$ cat src/eipl_defines.svh
// offsets, field positions, vector addresses and sync depth of the external interrupt pin latch
`ifndef EIPL_DEFINES_SVH
`define EIPL_DEFINES_SVH
`define EIPL_ADDR_W        4
`define EIPL_STATUS_CTRL   4'h0
`define EIPL_BREAK_CTRL    4'h1
`define EIPL_VECTOR_HI     4'h2
`define EIPL_VECTOR_LO     4'h3
`define EIPL_BIT_MASK      1
`define EIPL_BIT_ACK       2
`define EIPL_BIT_PEND      3
`define EIPL_BIT_MODE      0
`define EIPL_BIT_PIN       4
`define EIPL_BIT_BCE       0
`define EIPL_VEC_ADDR_HI   16'hfffa
`define EIPL_VEC_ADDR_LO   16'hfffb
`define EIPL_SYNC_STAGES   2
`endif

$ cat src/eipl_pkg.sv
// types of the external interrupt pin latch
package eipl_pkg;
  typedef enum logic [1:0] {EIPL_IDLE, EIPL_LATCHED, EIPL_HELD} eipl_state_t;
  typedef struct packed {
    eipl_state_t state;
    logic        mode;
    logic        mask;
    logic        breakClrEn;
    logic [7:0]  rdData;
  } eipl_regs_t;
endpackage

$ cat src/eipl_irq_latch.sv
// external interrupt pin latch with register port
`timescale 1ns/1ps
`include "eipl_defines.svh"
// Behaviour
// RULE1: a falling edge on the pin sets the request latch.
// RULE2: the latch clears on vector fetch, software acknowledge or reset.
// RULE3: with mode 1 the pin requests on a falling edge and while low.
// RULE4: in mode 1 the request ends only after both an acknowledge and a high pin, in any order.
// RULE5: in mode 1 the request stays up while the pin is low, even after an acknowledge.
// RULE6: a vector fetch makes an acknowledge pulse that clears the latch.
// RULE7: writing 1 to the acknowledge bit makes the same pulse.
// RULE8: an edge after an acknowledge sets the latch again.
// RULE9: an unmasked latched request vectors through the handler word at fffa.
// RULE10: reset clears the latch and the mode bit even with the pin low.
// RULE11: with mode 0 only falling edges request and an acknowledge clears at once.
// RULE12: the pending flag shows the latch regardless of the mask.
// RULE13: the pin level is given to the processor for branch-on-pin tests.
// RULE14: with break-clear enabled, software acknowledges in break clear the latch for good.
// RULE15: with break-clear disabled, acknowledge writes in break change no flags.
// RULE16: software using level mode should mask requests inside its handler.
// RULE17: the pin passes two flip-flops before edge or level logic.
module eipl_irq_latch (
  // clock and reset
  input  wire logic                     sys_clk,
  input  wire logic                     rst_b,
  // interrupt pin, active low
  input  wire logic                     irqPinB,
  // processor side
  input  wire logic                     vecFetch,
  input  wire logic                     breakState,
  output logic                          irqReq,
  output logic [15:0]                   vectorAddr,
  output logic                          pinHigh,
  // register port
  input  wire logic [`EIPL_ADDR_W-1:0]  regAddr,
  input  wire logic [7:0]               regWrData,
  input  wire logic                     regWr,
  input  wire logic                     regRd,
  output logic [7:0]                    regRdData
);
  eipl_pkg::eipl_regs_t cur_r, cur_nxt;
  logic pinLevel, fallPulse, ackPulse, swAck, latched;

  eipl_pin_sync #(.STAGES(`EIPL_SYNC_STAGES)) uSync (
    .sysClk    (sys_clk),
    .rstB      (rst_b),
    .pinInB    (irqPinB),
    .pinLevel  (pinLevel),
    .fallPulse (fallPulse)
  );

  assign swAck = regWr && regAddr == `EIPL_STATUS_CTRL && regWrData[`EIPL_BIT_ACK]; // see RULE7

  eipl_ack_gate uAck (
    .vecFetch   (vecFetch),
    .swAck      (swAck),
    .breakState (breakState),
    .breakClrEn (cur_r.breakClrEn),
    .ackPulse   (ackPulse)
  );

  // held state: acknowledged but pin still low in mode 1
  assign latched = cur_r.state != eipl_pkg::EIPL_IDLE; // see RULE12
  assign irqReq     = latched & ~cur_r.mask; // see RULE9
  assign vectorAddr = `EIPL_VEC_ADDR_HI; // see RULE9
  assign pinHigh    = pinLevel; // see RULE13
  assign regRdData  = cur_r.rdData;

  always_comb
  begin
    cur_nxt = cur_r;
    cur_nxt.rdData = 8'h00;
    unique case (cur_r.state)
      eipl_pkg::EIPL_IDLE:
      begin
        if (fallPulse)
          cur_nxt.state = eipl_pkg::EIPL_LATCHED; // see RULE1 see RULE8
      end
      eipl_pkg::EIPL_LATCHED:
      begin
        // edge arriving with the acknowledge wins and re-latches
        if (ackPulse && !fallPulse)
        begin
          if (cur_r.mode && !pinLevel)
            cur_nxt.state = eipl_pkg::EIPL_HELD; // see RULE4 see RULE5
          else
            cur_nxt.state = eipl_pkg::EIPL_IDLE; // see RULE2 see RULE11
        end
      end
      eipl_pkg::EIPL_HELD:
      begin
        if (fallPulse)
          cur_nxt.state = eipl_pkg::EIPL_LATCHED; // see RULE8
        else if (pinLevel || !cur_r.mode)
          cur_nxt.state = eipl_pkg::EIPL_IDLE; // see RULE4
      end
      // unused code: fall back to idle
      default:
        cur_nxt.state = eipl_pkg::EIPL_IDLE;
    endcase
    // level held low in mode 1 keeps the request alive
    if (cur_r.mode && !pinLevel && cur_nxt.state == eipl_pkg::EIPL_IDLE && cur_r.state == eipl_pkg::EIPL_IDLE)
      cur_nxt.state = eipl_pkg::EIPL_LATCHED; // see RULE3
    if (regWr)
    begin
      unique case (regAddr)
        `EIPL_STATUS_CTRL:
        begin
          cur_nxt.mask = regWrData[`EIPL_BIT_MASK];
          cur_nxt.mode = regWrData[`EIPL_BIT_MODE];
        end
        `EIPL_BREAK_CTRL:
          cur_nxt.breakClrEn = regWrData[`EIPL_BIT_BCE];
        default:
          ;
      endcase
    end
    if (regRd)
    begin
      unique case (regAddr)
        `EIPL_STATUS_CTRL:
          cur_nxt.rdData = {3'h0, pinLevel, latched, 1'b0, cur_r.mask, cur_r.mode}; // see RULE12 see RULE13
        `EIPL_BREAK_CTRL:
          cur_nxt.rdData = {7'h00, cur_r.breakClrEn};
        `EIPL_VECTOR_HI:
          cur_nxt.rdData = 8'(`EIPL_VEC_ADDR_HI >> 8);
        `EIPL_VECTOR_LO:
          cur_nxt.rdData = 8'(`EIPL_VEC_ADDR_LO);
        default:
          cur_nxt.rdData = 8'h00;
      endcase
    end
  end

  // reset clears latch and mode even with the pin low
  always_ff @(posedge sys_clk or negedge rst_b)
    if (!rst_b)
      cur_r <= '{state: eipl_pkg::EIPL_IDLE, mode: 1'b0, mask: 1'b0, breakClrEn: 1'b0, rdData: 8'h00}; // see RULE10
    else
      cur_r <= cur_nxt;
endmodule // eipl_irq_latch

$ cat src/eipl_pin_sync.sv
// two-stage synchroniser for the interrupt pin, with falling edge detect
`timescale 1ns/1ps
`include "eipl_defines.svh"
module eipl_pin_sync #(
  parameter int STAGES = `EIPL_SYNC_STAGES
) (
  // clock and reset
  input  wire logic sysClk,
  input  wire logic rstB,
  // pin
  input  wire logic pinInB,
  // synchronised view
  output logic      pinLevel,
  output logic      fallPulse
);
  // fewer than two stages is not metastability safe
  if (STAGES < 2)
  begin : g_bad_stages
    $error("eipl_pin_sync: STAGES must be at least 2");
  end
  logic [STAGES:0] chain_r;
  logic [STAGES:0] arm_r;
  // reset to the idle level of the pulled-up pin
  always_ff @(posedge sysClk or negedge rstB)
    if (!rstB)
    begin
      chain_r <= '1;
      arm_r   <= '0;
    end
    else
    begin
      chain_r <= {chain_r[STAGES-1:0], pinInB};
      arm_r   <= {arm_r[STAGES-1:0], 1'b1};
    end
  assign pinLevel  = chain_r[STAGES-1]; // see RULE17
  // pin held low through reset is no edge; a real fall in the first cycles is lost
  assign fallPulse = arm_r[STAGES] & chain_r[STAGES] & ~chain_r[STAGES-1]; // see RULE1 see RULE10
endmodule // eipl_pin_sync

$ cat src/eipl_ack_gate.sv
// acknowledge pulse source: vector fetch or software, gated in break state
`timescale 1ns/1ps
module eipl_ack_gate (
  // causes
  input  wire logic vecFetch,
  input  wire logic swAck,
  input  wire logic breakState,
  input  wire logic breakClrEn,
  // result
  output logic      ackPulse
);
  // fetch always clears; software only if break-clear enabled during break
  assign ackPulse = vecFetch | (swAck & (~breakState | breakClrEn)); // see RULE6 see RULE7 see RULE14 see RULE15
endmodule // eipl_ack_gate

$ cat config.mk
export PLATFORM = sky130hd
export DESIGN_NAME = eipl_irq_latch
export DESIGN_NICKNAME = d
export VERILOG_FILES = /design/src/eipl_pkg.sv /design/src/eipl_irq_latch.sv /design/src/eipl_pin_sync.sv /design/src/eipl_ack_gate.sv
export VERILOG_INCLUDE_DIRS = /design/src /design/src/src
export SDC_FILE = /design/constraint.sdc
export NUM_CORES = 1
export LEC_CHECK = 0
export ABC_AREA = 1
export BUFFER_PORTS_ARGS = -buffer_cell sky130_fd_sc_hd__buf_2
export CORE_MARGIN = 3
export CORE_UTILIZATION = 39
export DETAILED_ROUTE_END_ITERATION = 10
export PLACE_DENSITY = 0.77
export REMOVE_ABC_BUFFERS = 1
export SLEW_MARGIN = 20
export SYNTH_ARGS = -nofsm -noshare
export SYNTH_HDL_FRONTEND = slang
export SYNTH_SLANG_ARGS = --single-unit
$ cat constraint.sdc
create_clock -name sys_clk -period 1.1 [get_ports sys_clk]
set_input_delay 0.22 -clock sys_clk [delete_from_list [all_inputs] [get_ports sys_clk]]
set_output_delay 0.22 -clock sys_clk [all_outputs]
set_load 0.02 [all_outputs]
==> results_dict.tcl, run 1 <==
set metrics [dict create \
    die_area_um2 2829 \
    synth-compound-area-share_pct 7.781 \
    core_um2 2042 \
    violations "negative setup slack" \
    reg2reg_depth 5 \
    numCtsBuffers 3 \
    synth_async_sr_flop_share_pct 100.0 \
    cts_tree "done" \
    synth_largest_area_cell "dfrtp_1" \
    synth_top_area_share_pct 40.35 \
    synth-simple-area-share_pct 16.86 \
    antenna_left 0 \
    whs_ns 0.02731 \
    powerDensity_nw_per_um2 1374 \
    status "finished with violations" \
    worstPathRequired_ns 0.88 \
    synth_common_cells "buf_4, dfrtp_1, nand2_1" \
    htreeDepth 1 \
    p_leak_nw 0.5556 \
    grt_max_degree 18 \
    start_util_pct 42.52 \
    fin_ws_ns -0.1612 \
    synth_fa_ha_area_share_pct 0 \
    period_share_pct 114.7 \
    regArea_um2 429.2 \
    ir_worst_vdd_uv 576.9 \
    cts_root_buf "clkbuf_4" \
    synthTopCellsByArea "dfrtp_1, buf_4, dfstp_2" \
    synth_ff_type "dfrtp_1" \
    clk_pin_slew_worst_paths_ns 0.09 \
    r2r_end "cur_r[11]$_DFF_PN0_" \
    syn_area_per_cell_um2 9.337 \
    rows 16 \
    antenna_found_initial 0 \
    clockBufferDepth 2 \
    grt_pass1_wl_um 2035 \
    insertedDiodeCount 0 \
    port_buffers 23 \
    rsz0062_at_grt "yes" \
    crit_path_end_kind "primary output" \
    setup_violations 2 \
    synth_cell_types 20 \
    cts.sinks 17 \
    ios 45 \
    yosysSeqAreaShare_pct 49.42 \
    synthXorXnorAreaFrac_pct 0 \
    hold_viol_final 0 \
    worstSetupPathType "reg2out" \
    fillerInstances 200 \
    synth_area_um2 868.3 \
    ys_warn_count 0 \
    startpoint_type "flop" \
    drive_above_1_share_pct 40.00 \
    track_usage_pct 10.26 \
    drt_pass1_iterations 3 \
    synth_top_family_by_area "buffers and inverters" \
    slew_violations 0 \
    worstSkewPairLatency_ns 0.28 \
    wirelength_um 1396 \
    synthMuxAreaShare_pct 0 \
    multiInputGateArea_um2 280.3 \
    whs_endpoint "uSync.chain_r[0]$_DFF_PN1_" \
    wl_per_cell_um 9.497 \
    routed_via_density 4.082 \
    hp-start "irqPinB" \
    cap_violations 0 \
    max_clock_freq_ghz 0.7929 \
    chipHeight_um 53.19 \
    dpl.hpwl_um 1065 \
    arrival_ns 1.04 \
    fin_nets 140 \
    grt_pass1_vias 495 \
    rrSetupSlack_ns 0.06 \
    yosysMostFrequentCell "buf_4" \
    vias 600 \
    finalCriticalPeriod_ns 1.261 \
    place.gp.congestion 0.7873 \
    min_path_type "in2reg" \
    ys_ff_latch 17 \
    grt.overflow.total 0 \
    reg2reg_from "uSync.chain_r[1]$_DFF_PN1_" \
    cp_max_fo 2 \
    syn-instance-count 93 \
    hold_path_depth 1 \
    drt_iter0_markers 7 \
    skew_ns 0.003194 \
    total_power_mw 1.377 \
    synth-edff-count 0 \
    drc 0 \
    die_x_um 53.19 \
    area_growth_pct 15.42 \
]
==> sequential cells by signal, indices dropped and copies added, names as in the netlist <==
register       count
regRdData          6
cur_r              5
uSync.arm_r        3
uSync.chain_r      3
==> per-stage QoR <==
stage | setup TNS (ns) | cells | area [um^2] | worst slack, ns | util [%]
2_1_floorplan | -0.01422 | 84 | 744.5 | -0.01422 | -
3_3_place_gp | 0 | 136 | 908.4 | 0.04965 | 44.49
3_5_place_dp | 0 | 136 | 908.4 | 0.03115 | 44.49
4_1_cts | -0.2800 | 144 | 979.7 | -0.1411 | 47.98
5_1_grt | -0.3857 | 147 | 1002 | -0.2196 | 49.08
6_report | -0.2930 | 147 | 1002 | -0.1612 | 49.08
==> critical path: stages (launching register included) <==
cell and delay, ns:
dfrtp_1 0.40, nor2_2 0.14, nor2_1 0.06, buf_2 0.16
==> cells in the final DEF (no fill, tap or decap), types with 2 or more instances in the layout <==
| cell | count |
|---|---|
| dfstp_2 | 3 |
| nand2_1 | 10 |
| nand3_1 | 2 |
| dfrtp_1 | 14 |
| conb_1 | 17 |
| nor2_4 | 2 |
| o21ai_0 | 3 |
| inv_1 | 9 |
| nor2_2 | 2 |
| buf_2 | 22 |
| nor2_1 | 6 |
| nand2_2 | 4 |
| buf_4 | 7 |
| buf_6 | 2 |
| a21oi_1 | 5 |
| clkbuf_4 | 3 |
==> area by class of cell <==
cell class	count	area share, %
flip-flops and latches	17	42.82
well taps	27	3.371
inverters	10	3.745
clock buffers	4	2.622
repair buffers	32	19.48
multi-input cells	57	27.97
==> layer usage <==
metal,share of wire [%],wire length (um),vias up,global-route usage [%]
met5,0,0,-,0
met4,2.1,30,0,7.660
met3,9.8,137,4,2.817
met2,46,640,31,16.32
met1,42,588,267,11.58
li1,-,-,298,-
==> cells by family after synthesis <==
group           after synthesis
buf+inv                      34
simple gates                 29
other cells                   2
compound gates               11
flops                        17
==> how the worst max path moves through the flow <==
stage | from | endpoint | slack, ns | cells past startpoint
after global routing | cur_r[11]$_DFF_PN0_ | irqReq | -0.22 | 3
final | cur_r[11]$_DFF_PN0_ | irqReq | -0.16 | 3
after CTS | uSync.chain_r[1]$_DFF_PN1_ | pinHigh | -0.14 | 2
after global placement | uSync.chain_r[1]$_DFF_PN1_ | cur_r[11]$_DFF_PN0_ | 0.05 | 5
after floorplan | uSync.chain_r[1]$_DFF_PN1_ | cur_r[11]$_DFF_PN0_ | -0.01 | 5
after detailed placement | uSync.chain_r[1]$_DFF_PN1_ | cur_r[11]$_DFF_PN0_ | 0.03 | 5
==> report_power, final <==
| group | switching [mW] | internal [mW] |
|---|---|---|
| registers | 0.0287 | 0.684 |
| logic | 0.215 | 0.134 |
| clock network | 0.175 | 0.141 |
==> repair_timing <==
item                                    4_1_cts  5_1_grt
gates resized for setup                       4        0
pin swaps                                     1        1
hold buffers                                  1        0
hold endpoints to repair                     14        0
setup buffers                                 3        3
endpoints found under the setup margin        2        4
cloned                                        0        0
Note: power is estimated with default switching activity, not from simulation.
==> run 2, diff against run 1 <==
--- a/config.mk
+++ b/config.mk
@@ -12,7 +12,6 @@
 export CORE_UTILIZATION = 39
 export DETAILED_ROUTE_END_ITERATION = 10
 export PLACE_DENSITY = 0.77
-export REMOVE_ABC_BUFFERS = 1
 export SLEW_MARGIN = 20
 export SYNTH_ARGS = -nofsm -noshare
 export SYNTH_HDL_FRONTEND = slang
==> results_dict.tcl, run 2 (synthesis gave the netlist of run 1 again) <==
set metrics [dict create \
    status "finished with violations" \
    violations "negative setup slack" \
    numPlacedInstances 136 \
    min_path_type "in2reg" \
    finalCriticalPeriod_ns 1.248 \
    grt.overflow.total 0 \
    grt_max_degree 18 \
    setup_violations 2 \
    design_area_um2 1007 \
    worstPathRequired_ns 0.88 \
    cp_max_fo 2 \
    clkPwrFrac_pct 23.8 \
    wl_per_cell_um 9.662 \
    grt_pass1_wl_um 2228 \
    worstSkewPairLatency_ns 0.28 \
    start_util_pct 42.52 \
    p_switching_mw 0.4325 \
    chipHeight_um 53.19 \
    numCtsBuffers 3 \
    wirelength_um 1401 \
    antenna_found_initial 0 \
    intPower_mw 0.9385 \
    vias 594 \
    switching_share_pct 31.55 \
    cp_slowest_stage_delay_ns 0.55 \
    fin_ws_ns -0.1477 \
    die_x_um 53.19 \
    startpoint_type "flop" \
    crit_path_end_kind "primary output" \
    final_cell_mix "buf_2, conb_1, dfrtp_1" \
    rsz0062_at_grt "yes" \
    area_growth_pct 15.99 \
    die_area_um2 2829 \
    htreeDepth 1 \
    ir_worst_vdd_uv 563.8 \
    drt_pass1_iterations 4 \
    crit_path_top_delay_cell "dfstp_2" \
    max_clock_freq_ghz 0.8015 \
    routed_via_density 4.097 \
    total_power_mw 1.371 \
    fillerInstances 204 \
    cts.sinks 17 \
    clockBufferDepth 2 \
    p_leak_nw 0.5507 \
    insertedDiodeCount 0 \
    drive_above_1_share_pct 39.83 \
    stdcell_count 145 \
    slew_violations 0 \
    grt_pass1_vias 548 \
    rows 16 \
    skew_ns 0.0005277 \
    core_um2 2042 \
    cp_top_family "flip-flops" \
    cts_tree "done" \
    place_area_um2 908.4 \
    clk_pin_slew_worst_paths_ns 0.10 \
    fin_nets 138 \
    place.gp.congestion 0.7447 \
    antenna_left 0 \
    p_seq_share_pct 52.1 \
    ios 45 \
    period_share_pct 113.4 \
    drt_iter0_markers 6 \
    port_buffers 23 \
    drc 0 \
    worstSetupPathType "reg2out" \
    cts_root_buf "clkbuf_4" \
    dpl.hpwl_um 1045 \
    cpMostUsedCell "buf_6" \
    crit_chain "buf_6 > buf_6" \
    pwr-share-comb_pct 24.2 \
    track_usage_pct 10.93 \
    crit_buf_inv 2 \
    hold_viol_final 0 \
    final_common_cell "buf_2" \
    cap_violations 0 \
    powerDensity_nw_per_um2 1361 \
    largest_reg_flops 6 \
    arrival_ns 1.03 \
]
==> run 2: cell count changes in the layout (fill, tap and decap cells not counted) <==
cell	change
buf_2	-3
clkinv_2	+1
buf_4	-2
clkbuf_1	-1
buf_6	+3
==> run 2: area by class of cell <==
class	count	area, um^2	share of cell area (%)
Multi-Input combinational cell	57	280.3	27.83
Timing Repair Buffer	30	198.9	19.75
Clock buffer	3	22.52	2.236
Inverter	10	37.54	3.727
Clock inverter	1	5.005	0.4969
Sequential cell	17	429.2	42.61
Tap cell	27	33.78	3.354
==> run 2: worst paths after layout <==
path | startpoint | endpoint | slack, ns | cells past startpoint
min in group asynchronous | rst_b | regRdData[4]$_DFF_PN0_ | 0.37 | 2
min reg2reg | uSync.arm_r[0]$_DFF_PN0_ | uSync.arm_r[1]$_DFF_PN0_ | 0.36 | 0
min | irqPinB | uSync.chain_r[0]$_DFF_PN1_ | 0.02 | 1
max reg2reg | uSync.chain_r[1]$_DFF_PN1_ | cur_r[12]$_DFF_PN0_ | 0.02 | 5
max in group asynchronous | rst_b | uSync.chain_r[1]$_DFF_PN1_ | 0.42 | 2
max | uSync.chain_r[1]$_DFF_PN1_ | pinHigh | -0.15 | 2
==> run 2: per-layer routing <==
layer,track usage (%),vias up,wire [um]
met5,0,-,0
met2,17.98,26,682
li1,-,293,-
met4,5.106,0,8
met1,13.05,273,585
met3,3.099,2,125
==> run 2: power by group through the flow <==
stage / sequential, mW / combinational (mW) / clock (mW)
3_5_place_dp: 0.721 / 0.290 / 0
4_1_cts: 0.711 / 0.324 / 0.340
5_1_grt: 0.721 / 0.371 / 0.370
3_3_place_gp: 0.718 / 0.282 / 0
6_report: 0.714 / 0.331 / 0.326
2_1_floorplan: 0.718 / 0.251 / 0
==> run 2: worst reg2reg max path, stage by stage, from the launching register on <==
cell	delay [ns]
dfstp_2	0.38
buf_6	0.11
buf_4	0.13
nor2_1	0.16
nand3_1	0.13
a21oi_2	0.11
==> run 2: stage by stage <==
step	worst slack [ns]	util (%)	TNS, ns	hold WS [ns]
finish	-0.1477	49.33	-0.2820	0.02401
CTS	-0.1621	48.04	-0.2929	0.01375
global placement	0.06705	44.49	0	0.1469
detailed placement	0.04896	44.49	0	0.1622
floorplan	-0.008351	-	-0.008351	-0.07559
global route	-0.1961	49.33	-0.5029	0.003949
==> run 2: what timing repair did <==
action                                  4_1_cts  5_1_grt
hold buffers                                  1        0
endpoints found under the setup margin        2        7
pin swaps                                     1        1
endpoints found under the hold margin        14        0
setup buffers                                 3        1
resized for setup                             4        6
==> run 3, diff against run 2 <==
--- a/config.mk
+++ b/config.mk
@@ -8,10 +8,10 @@
 export LEC_CHECK = 0
 export ABC_AREA = 1
 export BUFFER_PORTS_ARGS = -buffer_cell sky130_fd_sc_hd__buf_2
-export CORE_MARGIN = 3
 export CORE_UTILIZATION = 39
 export DETAILED_ROUTE_END_ITERATION = 10
 export PLACE_DENSITY = 0.77
+export RECOVER_POWER = 25
 export SLEW_MARGIN = 20
 export SYNTH_ARGS = -nofsm -noshare
 export SYNTH_HDL_FRONTEND = slang
==> results_dict.tcl, run 3 (synthesis gave the netlist of run 1 again) <==
set metrics [dict create \
    hold_path_depth 1 \
    chipHeight_um 49.19 \
    ir_worst_vdd_uv 808.0 \
    max_clock_freq_ghz 0.8060 \
    finalCriticalPeriod_ns 1.241 \
    grt.overflow.total 0 \
    cts_root_buf "clkbuf_4" \
    arrival_ns 1.02 \
    cts.sinks 17 \
    port_buffers 23 \
    die_area_um2 2419 \
    worstPathRequired_ns 0.88 \
    regArea_um2 429.2 \
    fin_ws_ns -0.1407 \
    multiInputGateArea_um2 277.8 \
    r2r_end "cur_r[12]$_DFF_PN0_" \
    numPlacedInstances 136 \
    dp_slack_ns 0.03367 \
    drt_pass1_iterations 2 \
    wirelength_um 1269 \
    stdcell_count 143 \
    antenna_found_initial 0 \
    cts_tree "done" \
    crit_path_top_delay_cell "dfrtp_1" \
    setup_violations 3 \
    rows 16 \
    place.gp.congestion 0.7581 \
    violations "negative setup slack" \
    rrSetupSlack_ns -0.01 \
    area_growth_pct 10.95 \
    cp_slowest_stage_delay_ns 0.41 \
    numCtsBuffers 3 \
    htreeDepth 1 \
    final_cell_mix "buf_2, conb_1, dfrtp_1" \
    post-route-util_pct 47.65 \
    rsz0062_at_grt "yes" \
    p_leak_nw 0.5344 \
    powerDensity_nw_per_um2 1402 \
    wl_per_cell_um 8.874 \
    fillerInstances 205 \
    final_common_cell "buf_2" \
    insertedDiodeCount 0 \
    cp_top_family "flip-flops" \
    track_usage_pct 11.35 \
    period_share_pct 112.8 \
    worstSkewPairLatency_ns 0.28 \
    reg2reg_from "uSync.chain_r[1]$_DFF_PN1_" \
    drt_iter0_markers 6 \
    dpl.hpwl_um 1006 \
    start_util_pct 42.95 \
    hold_viol_final 0 \
    crit_buf_inv 1 \
    die_x_um 49.19 \
    vias 574 \
    core_um2 2022 \
    cp_max_fo 2 \
    whs_endpoint "uSync.chain_r[0]$_DFF_PN1_" \
    status "finished with violations" \
    min_path_type "in2reg" \
    fin_nets 136 \
    largest_reg_flops 6 \
    grt_pass1_wl_um 2076 \
    slew_violations 0 \
    drc 0 \
    crit_chain "nor2_2 > nor2_1 > buf_2" \
    antenna_left 0 \
    ios 45 \
    total_power_mw 1.351 \
    hp-start "irqPinB" \
    grt_max_degree 18 \
    startpoint_type "flop" \
    worstSetupPathType "reg2out" \
    crit_path_end_kind "primary output" \
    whs_ns 0.02888 \
    routed_via_density 4.014 \
    reg2reg_depth 5 \
    cap_violations 0 \
    clockBufferDepth 2 \
    clk_pin_slew_worst_paths_ns 0.09 \
    skew_ns 0.001854 \
    drive_above_1_share_pct 37.93 \
    grt_pass1_vias 519 \
]
==> run 3: cell count changes in the layout (fill, tap and decap cells not counted), sizes merged <==
cell and delta:
buf -4, clkbuf +2
==> run 3: cell type report <==
type                    count  area share [%]
multi-input cells          57           28.83
flip-flops and latches     17           44.55
well taps                  27           3.506
clock inverters             1          0.5195
inverters                  10           3.896
clock buffers               3           2.338
repair buffers             28           16.36
==> run 3: power breakdown <==
group / switching (mW) / leakage [nW] / total, mW / internal [mW]
registers: 0.0282 / 0.210 / 0.712 / 0.684
logic: 0.206 / 0.307 / 0.316 / 0.110
clock network: 0.188 / 0.0177 / 0.323 / 0.135
total: 0.422 / 0.534 / 1.35 / 0.929
==> run 3: per-stage QoR <==
stage / setup TNS (ns) / instance area [um^2]
floorplan: -0.008351 / 924.6
global placement: 0 / 908.4
detailed placement: 0 / 908.4
CTS: -0.2306 / 969.7
global route: -0.4252 / 963.4
finish: -0.2319 / 963.4
==> run 3: repair_timing <==
item                       in CTS  in global routing
buffers inserted                2                  0
hold endpoints to repair       14                  0
pin swaps                       1                  1
resized for setup               3                  1
hold buffers                    1                  0
setup endpoints to repair       2                  4
==> run 3: how the worst max path moves through the flow <==
stage	from	end	slack, ns	cells after the start
4_1_cts	cur_r[12]$_DFF_PN0_	irqReq	-0.13	3
6_report	cur_r[12]$_DFF_PN0_	irqReq	-0.14	3
3_3_place_gp	uSync.chain_r[1]$_DFF_PN1_	cur_r[11]$_DFF_PN0_	0.06	5
2_1_floorplan	uSync.chain_r[1]$_DFF_PN1_	cur_r[11]$_DFF_PN0_	-0.008	5
5_1_grt	cur_r[12]$_DFF_PN0_	irqReq	-0.21	3
3_5_place_dp	regAddr[0]	cur_r[11]$_DFF_PN0_	0.03	9
==> run 3: worst reg2reg max path, cell delays in order, from the launching register on <==
cell	delay [ns]
dfstp_2	0.57
nand3b_1	0.15
nand2_1	0.08
nand2_1	0.07
nand3_2	0.06
a21oi_2	0.11
==> run 3: layer usage <==
| metal | wire length (um) | track usage (%) |
|---|---|---|
| met1 | 561 | 13.75 |
| met2 | 602 | 18.26 |
| met3 | 88 | 3.115 |
| met4 | 17 | 5.882 |
| met5 | 0 | 0 |
